**config.mk**
```make
export PLATFORM = sky130hd
export DESIGN_NAME = pcd_pll_config
export DESIGN_NICKNAME = d
export VERILOG_FILES = /design/src/pcd_odiv_decode.v /design/src/pcd_pll_config.v
export VERILOG_INCLUDE_DIRS = /design/src
export SDC_FILE = /design/constraint.sdc
export NUM_CORES = 1
export LEC_CHECK = 0
export ABC_AREA = 1
export BUFFER_PORTS_ARGS = -buffer_cell sky130_fd_sc_hd__clkbuf_2
export CORE_AREA = 2 2 130 132
export CTS_CLUSTER_DIAMETER = 40
export CTS_CLUSTER_SIZE = 12
export DETAILED_ROUTE_END_ITERATION = 8
export DIE_AREA = 0 0 132 134
export GPL_TIMING_DRIVEN = 0
export PLACE_DENSITY_LB_ADDON = 0.15
export SETUP_SLACK_MARGIN = 0.02
export SLEW_MARGIN = 30
export SYNTH_ARGS = -nofsm -noshare
export SYNTH_HDL_FRONTEND = slang
export SYNTH_SLANG_ARGS = --single-unit
```
**constraint.sdc**
```tcl
create_clock -name aclk -period 2 [get_ports aclk]
set_input_delay 0.1 -clock aclk [delete_from_list [all_inputs] [get_ports aclk]]
set_output_delay 0.1 -clock aclk [all_outputs]
set_load 0.05 [all_outputs]
```
**src/pcd_consts.vh**
```
`ifndef PCD_CONSTS_VH
`define PCD_CONSTS_VH
// Register byte addresses
`define PCD_ADDR_CFG_WORD    12'h000
`define PCD_ADDR_CFG_ALT     12'h004
`define PCD_ADDR_DECODE      12'h008
`define PCD_ADDR_STATUS      12'h00c
`define PCD_ADDR_SELECT      12'h010
// Configuration word fields
`define PCD_USB_FSEL_BIT     30
`define PCD_ODIV_MSB         18
`define PCD_ODIV_LSB         16
`define PCD_MULT_MSB         14
`define PCD_MULT_LSB         8
`define PCD_ICLK_BIT         7
`define PCD_RNG_MSB          6
`define PCD_RNG_LSB          4
// Bits 31, 29..19 and 15 must be programmed as one
`define PCD_RSVD_MASK        32'hbff88000
// Range codes
`define PCD_RNG_BYPASS       3'h0
`define PCD_RNG_MAX_VALID    3'h5
// Reset values
`define PCD_WORD_RESET       32'hffffffff
// Decode of the all-ones word, shown while reset is held
`define PCD_FSEL_RESET       1'b1
`define PCD_ODIV_RESET       6'h20
`define PCD_MULT_RESET       8'h80
`define PCD_ICLK_RESET       1'b1
`define PCD_RNG_RESET        3'h7
// AXI responses
`define PCD_RESP_OKAY        2'h0
`define PCD_RESP_SLVERR      2'h2
`endif

```
**src/pcd_odiv_decode.v**
```verilog
`timescale 1ns/1ps
`default_nettype none
module pcd_odiv_decode (
  input  wire [2:0] code,
  output reg  [5:0] divisor
);
  always @* begin
    case (code)
      3'h0, 3'h1: divisor = 6'h02;
      3'h2:       divisor = 6'h04;
      3'h3:       divisor = 6'h08;
      3'h4:       divisor = 6'h10;
      default:    divisor = 6'h20;
    endcase
  end
endmodule
`default_nettype wire

```
**src/pcd_pll_config.v**
```verilog
// The AXI4-Lite interface to the registers and the register offsets were chosen for this implementation.
`timescale 1ns/1ps
`default_nettype none
`include "pcd_consts.vh"
module pcd_pll_config (
  input  wire        aclk,
  input  wire        aresetn,
  input  wire [31:0] cfg_word_in,
  input  wire [31:0] cfg_word_alt_in,
  input  wire [11:0] s_axi_awaddr,
  input  wire        s_axi_awvalid,
  output reg         s_axi_awready,
  input  wire [31:0] s_axi_wdata,
  input  wire [3:0]  s_axi_wstrb,
  input  wire        s_axi_wvalid,
  output reg         s_axi_wready,
  output reg  [1:0]  s_axi_bresp,
  output reg         s_axi_bvalid,
  input  wire        s_axi_bready,
  input  wire [11:0] s_axi_araddr,
  input  wire        s_axi_arvalid,
  output reg         s_axi_arready,
  output reg  [31:0] s_axi_rdata,
  output reg  [1:0]  s_axi_rresp,
  output reg         s_axi_rvalid,
  input  wire        s_axi_rready,
  output reg         usb_pll_input_freq_select,
  output reg  [5:0]  sys_pll_output_divisor,
  output reg  [7:0]  sys_pll_feedback_multiplier,
  output reg         sys_pll_input_source_select,
  output reg  [2:0]  sys_pll_input_range,
  output reg         sys_pll_bypass,
  output reg         cfg_range_reserved,
  output reg         cfg_reserved_bits_bad
);
  // Configuration words come from nonvolatile storage, so they are synchronised
  reg  [31:0] prim_s1_q;
  reg  [31:0] prim_s2_q;
  reg  [31:0] alt_s1_q;
  reg  [31:0] alt_s2_q;
  reg  [31:0] word_q;
  reg  [31:0] alt_q;
  reg         captured_q;
  reg         cap_cnt_q;
  reg         use_alt_q;
  reg         use_alt_pend_q;
  wire [31:0] sel_word;
  wire [5:0]  odiv_dec;
  wire [2:0]  rng_code;

  always @(posedge aclk) begin
    prim_s1_q <= cfg_word_in;
    prim_s2_q <= prim_s1_q;
    alt_s1_q  <= cfg_word_alt_in;
    alt_s2_q  <= alt_s1_q;
  end

  assign sel_word = use_alt_q ? alt_q : word_q;
  assign rng_code = sel_word[`PCD_RNG_MSB:`PCD_RNG_LSB];

  pcd_odiv_decode i_pcd_odiv_decode (
    .code    (sel_word[`PCD_ODIV_MSB:`PCD_ODIV_LSB]),
    .divisor (odiv_dec)
  );

  // Capture waits two cycles after release so the synchroniser holds the word
  always @(posedge aclk) begin
    if (!aresetn) begin
      word_q     <= `PCD_WORD_RESET;
      alt_q      <= `PCD_WORD_RESET;
      captured_q <= 1'b0;
      cap_cnt_q  <= 1'b0;
      use_alt_q  <= 1'b0;
    end else begin
      if (!captured_q) begin
        cap_cnt_q <= 1'b1;
        if (cap_cnt_q) begin
          word_q     <= prim_s2_q;
          alt_q      <= alt_s2_q;
          captured_q <= 1'b1;
          use_alt_q  <= use_alt_pend_q;
        end
      end
    end
  end

  // Decoded settings only change at capture, so they stay fixed until reset
  always @(posedge aclk) begin
    if (!aresetn) begin
      usb_pll_input_freq_select   <= `PCD_FSEL_RESET;
      sys_pll_output_divisor      <= `PCD_ODIV_RESET;
      sys_pll_feedback_multiplier <= `PCD_MULT_RESET;
      sys_pll_input_source_select <= `PCD_ICLK_RESET;
      sys_pll_input_range         <= `PCD_RNG_RESET;
      sys_pll_bypass              <= 1'b0;
      cfg_range_reserved          <= 1'b1;
      cfg_reserved_bits_bad       <= 1'b0;
    end else begin
      usb_pll_input_freq_select   <= sel_word[`PCD_USB_FSEL_BIT];
      sys_pll_output_divisor      <= odiv_dec;
      sys_pll_feedback_multiplier <= {1'b0, sel_word[`PCD_MULT_MSB:`PCD_MULT_LSB]} + 8'h01;
      sys_pll_input_source_select <= sel_word[`PCD_ICLK_BIT];
      sys_pll_input_range         <= rng_code;
      sys_pll_bypass              <= rng_code == `PCD_RNG_BYPASS;
      // Reserved codes are flagged so software can spot a badly programmed word
      cfg_range_reserved          <= rng_code > `PCD_RNG_MAX_VALID;
      // Flag a word that the programmer left with a reserved bit cleared
      cfg_reserved_bits_bad <= (sel_word & `PCD_RSVD_MASK) != `PCD_RSVD_MASK;
    end
  end

  // AXI4-Lite write: only the select register is writable, used at the capture after a one-cycle reset
  reg  [11:0] aw_addr_q;
  reg         aw_have_q;
  reg  [31:0] w_data_q;
  reg         w_have_q;
  reg  [3:0]  w_strb_q;

  // Response and select update share one decode so they can never disagree
  function sel_hit;
    input [11:0] addr;
    begin
      sel_hit = ({addr[11:2], 2'b00} == `PCD_ADDR_SELECT);
    end
  endfunction

  always @(posedge aclk) begin
    if (!aresetn) begin
      s_axi_awready  <= 1'b1;
      s_axi_wready   <= 1'b1;
      s_axi_bvalid   <= 1'b0;
      s_axi_bresp    <= `PCD_RESP_OKAY;
      aw_have_q      <= 1'b0;
      w_have_q       <= 1'b0;
      aw_addr_q      <= 12'h000;
      w_data_q       <= 32'h00000000;
      w_strb_q       <= 4'h0;
    end else begin
      if (s_axi_awvalid && s_axi_awready) begin
        aw_addr_q     <= s_axi_awaddr;
        aw_have_q     <= 1'b1;
        s_axi_awready <= 1'b0;
      end
      if (s_axi_wvalid && s_axi_wready) begin
        w_data_q     <= s_axi_wdata;
        w_strb_q     <= s_axi_wstrb;
        w_have_q     <= 1'b1;
        s_axi_wready <= 1'b0;
      end
      if (aw_have_q && w_have_q && !s_axi_bvalid) begin
        s_axi_bvalid <= 1'b1;
        aw_have_q    <= 1'b0;
        w_have_q     <= 1'b0;
        if (sel_hit(aw_addr_q)) begin
          s_axi_bresp <= `PCD_RESP_OKAY;
        end else begin
          s_axi_bresp <= `PCD_RESP_SLVERR;
        end
      end
      if (s_axi_bvalid && s_axi_bready) begin
        s_axi_bvalid  <= 1'b0;
        s_axi_awready <= 1'b1;
        s_axi_wready  <= 1'b1;
      end
    end
  end

  // Select bit survives only a one-cycle reset; a reset held two or more cycles clears it. It chooses which word the next capture uses
  always @(posedge aclk) begin
    if (!aresetn && !captured_q && !cap_cnt_q) begin
      use_alt_pend_q <= 1'b0;
    end else if (aw_have_q && w_have_q && !s_axi_bvalid &&
                 sel_hit(aw_addr_q) && w_strb_q[0]) begin
      use_alt_pend_q <= w_data_q[0];
    end
  end

  // AXI4-Lite read
  reg [31:0] rd_mux;
  always @* begin
    case ({s_axi_araddr[11:2], 2'b00})
      `PCD_ADDR_CFG_WORD: rd_mux = word_q;
      `PCD_ADDR_CFG_ALT:  rd_mux = alt_q;
      `PCD_ADDR_DECODE:   rd_mux = {10'h000, cfg_range_reserved, sys_pll_bypass,
                                    sys_pll_input_range, sys_pll_input_source_select,
                                    sys_pll_feedback_multiplier, sys_pll_output_divisor,
                                    usb_pll_input_freq_select, 1'b0};
      `PCD_ADDR_STATUS:   rd_mux = {30'h00000000, cfg_reserved_bits_bad, captured_q};
      `PCD_ADDR_SELECT:   rd_mux = {30'h00000000, use_alt_q, use_alt_pend_q};
      default:            rd_mux = 32'h00000000;
    endcase
  end

  // Map is dense from zero, so one compare finds every unmapped word
  wire rd_hit = ({s_axi_araddr[11:2], 2'b00} <= `PCD_ADDR_SELECT);

  // Read data is latched at the address handshake so it stays put under rvalid

  always @(posedge aclk) begin
    if (!aresetn) begin
      s_axi_arready <= 1'b1;
      s_axi_rvalid  <= 1'b0;
      s_axi_rdata   <= 32'h00000000;
      s_axi_rresp   <= `PCD_RESP_OKAY;
    end else begin
      if (s_axi_arvalid && s_axi_arready) begin
        s_axi_arready <= 1'b0;
        s_axi_rvalid  <= 1'b1;
        s_axi_rdata   <= rd_mux;
        s_axi_rresp   <= rd_hit ? `PCD_RESP_OKAY : `PCD_RESP_SLVERR;
      end
      if (s_axi_rvalid && s_axi_rready) begin
        s_axi_rvalid  <= 1'b0;
        s_axi_arready <= 1'b1;
      end
    end
  end
endmodule
`default_nettype wire

```
==> results.sh <==
export IMPL_numCtsBuffers=35
export IMPL_worstPathArrival_ns=2.06
export IMPL_rows=47
export IMPL_final_cell_mix="dfxtp_1 (270), nand2_1 (209), clkbuf_2 (152)"
export IMPL_ys_seq_elements=270
export IMPL_clkTransAtPathRegs_ns=0.06
export IMPL_worstSkewPairLatency_ns=0.49
export IMPL_synthArstFlopShare_pct=0
export IMPL_num_io_pins=194
export IMPL_tightest_slew_ns=0.669
export IMPL_cts_tree="yes"
export IMPL_synth_top_area_share_pct=64.0
export IMPL_yosysTopAreaCell="dfxtp_1"
export IMPL_clock_root_buffer="clkbuf_16"
export IMPL_grt_overflow=0
export IMPL_fin_nets=1323
export IMPL_drv_cap=0
export IMPL_die_w_microns=132
export IMPL_yosysWarnings=0
export IMPL_routedWlPerCell_microns=15.3
export IMPL_via_per_inst=4.93
export IMPL_start_kind="register"
export IMPL_grt_use_total_pct=24.9
export IMPL_die_height_microns=134
export IMPL_core_area_sq_mm=0.0163
export IMPL_clock_tree_buffer_depth=3
export IMPL_place_congestion=0.912
export IMPL_grt_pass1_vias=6735
export IMPL_die_area_sq_mm=0.0177
export IMPL_crit_buf_inv=2
export IMPL_cpPeakStageDelay_ns=0.41
export IMPL_syn_area_sq_mm=0.00844
export IMPL_clkSinkCount=270
export IMPL_firstDrtPassIters=5
export IMPL_antenna_found_initial=0
export IMPL_fin_util_pct=70.3
export IMPL_drc=0
export IMPL_drtIter0Drc=358
export IMPL_hold_violations=0
export IMPL_vdd_drop_max_mv=0.818
export IMPL_power_leakage_uw=0.00526
export IMPL_outcome="finished, final reports clean"
export IMPL_crit_required_ns=2.35
export IMPL_synthTopCellsByArea="dfxtp_1 (64%), nand2_1 (9.3%), nand3_1 (7.1%)"
export IMPL_drive_gt1_share_pct=20.8
export IMPL_ys_flop_type="dfxtp_1"
export IMPL_slowest_stage="buf_1"
export IMPL_cp_max_fo=10
export IMPL_dp_final_hpwl_microns=14900
export IMPL_fin_skew_ns=0.0111
export IMPL_syn_avg_cell_area_sq_um=9.19
export IMPL_htree_levels=2
export IMPL_critPathKind="reg2reg"
export IMPL_finalSetupTns_ns=0
export IMPL_finalCritPeriodShare_pct=85.9
export IMPL_insertedDiodeCount=0
export IMPL_hp_class="in2reg"
export IMPL_portBuffers=152
export IMPL_rsz0062_at_grt="false"
export IMPL_cp_end_kind="register"
export IMPL_ant_nets=0
export IMPL_syn_to_final_growth_pct=35.6
export IMPL_post_route_min_period_ns=1.72
export IMPL_setup_violations_final=0
export IMPL_slew_violations=0
export IMPL_vias=7048
export IMPL_cpLargestDelayFamily="buffers and inverters"
export IMPL_grt_pass1_wl_microns=34700
export IMPL_nFillCells=1275
export IMPL_initial_core_util_pct=51.8
export IMPL_yosysSeqAreaShare_pct=64.0
export IMPL_mostFrequentLayoutCell="dfxtp_1"
export IMPL_yosysUniqueCellTypes=34
export IMPL_path_cells="nor2_2 > buf_2 > buf_1 > o211ai_1"
export IMPL_grt_start_max_net_pins=13
export IMPL_max_freq_mhz=582
export IMPL_wl_microns=21800
export IMPL_synth_edf_count=0
export IMPL_power_density_mw_per_mm2=1150
export IMPL_synthCells=919
export IMPL_relSlewSlack_pct=55.4
==> sequential cells by signal, indices dropped and copies added, names as in the netlist, 8 cells and up <==
signal,count
s_axi_rdata,32
alt_q,32
word_q,32
sys_pll_feedback_multiplier,8
prim_s1_q,32
aw_addr_q,10
prim_s2_q,32
alt_s1_q,32
alt_s2_q,32
==> kinds of logic (layout without fill, tap and decap cells) <==
family	count (synthesis)	count (layout)	share of synthesized area, %
AO/OA/AOI/OAI	135	135	9.57
AND/OR/NAND/NOR	400	400	20.3
other	1	3	0.0444
XOR/XNOR	1	1	0.104
buffers and inverters	110	398	5.67
adder cells (fa/ha/maj)	1	1	0.148
flip-flops	270	270	64.0
multiplexers	1	1	0.119
==> repair_timing <==
| item | in CTS | in global routing |
|---|---|---|
| hold endpoints to repair | 81 | 0 |
| resized for setup | 0 | 1 |
| hold buffers | 81 | 0 |
| setup endpoints to repair | 0 | 10 |
| setup buffers | 0 | 0 |
==> cell type report <==
type                       instances  area, sq um  share of cell area [%]
sequential                       270         5410                    47.2
multi-input combinational        541         2570                    22.5
timing repair buffer             233         1570                    13.7
clock buffer                      43          998                    8.72
tap                              220          275                    2.40
buffer                            54          269                    2.35
inverter                          56          210                    1.84
clock inverter                    12          148                    1.29
==> synthesized netlist by cell type, types with 2 or more instances <==
library cell and instances:
dfxtp_1 270, buf_4 12, nand3_1 119, clkbuf_1 28, a21oi_1 46, nor2_1 49
nand2_1 209, nand4_1 4, buf_2 11, o211ai_1 29, nor2_4 2, inv_1 55
nand2_2 2, o21ai_2 10, buf_1 2, nor4_1 5, nor3_1 5, o21ai_0 33
o21ai_1 11, nor2_2 3
==> metrics by stage <==
step                      cell area (sq um)  hold slack [ns]  worst slack, ns  power (uW)  instances
after global routing                  11400            0.107            0.167       13600       1429
after global placement                 9490            0.202            0.106        7030       1293
after CTS                             11400           0.0483            0.111       13200       1429
after detailed placement               9490            0.204            0.114        7050       1293
final                                 11400           0.0529            0.283       13100       1429
after floorplan                        8450            0.128            0.499        6660        921
==> worst paths after layout <==
kind	from	to	slack (ns)	cells past startpoint
min	s_axi_wvalid	w_data_q[0]$_SDFFE_PN0P_	0.05	5
min reg2reg	prim_s1_q[1]$_DFF_P_	prim_s2_q[1]$_DFF_P_	0.32	0
max	captured_q$_SDFF_PN0_	word_q[20]$_SDFFE_PN1P_	0.28	4
max reg2reg	captured_q$_SDFF_PN0_	word_q[20]$_SDFFE_PN1P_	0.28	4
==> worst reg2reg max path, delay by kind of cell, from the launching register on <==
| kind | cells | cell delay (ns) |
|---|---|---|
| AOI/OAI and AO/OA | 1 | 0.14 |
| buffers and inverters | 2 | 0.75 |
| DFF | 1 | 0.35 |
| and+or+nand+nor | 1 | 0.34 |
==> layer usage <==
layer	up-vias	routed length (microns)	part of all wire (%)	track usage, %
li1	3552	-	-	-
met1	3185	9560	44	33.0
met2	270	9930	45	40.2
met3	41	1870	8.6	6.46
met4	0	474	2.2	7.79
met5	-	0	0	0
==> report_power, final <==
group | switching [uW] | internal, uW | total (uW)
sequential | 190 | 5730 | 5920
clock | 2220 | 3810 | 6030
combinational | 756 | 407 | 1160
Power figures use the tool's default switching activity.
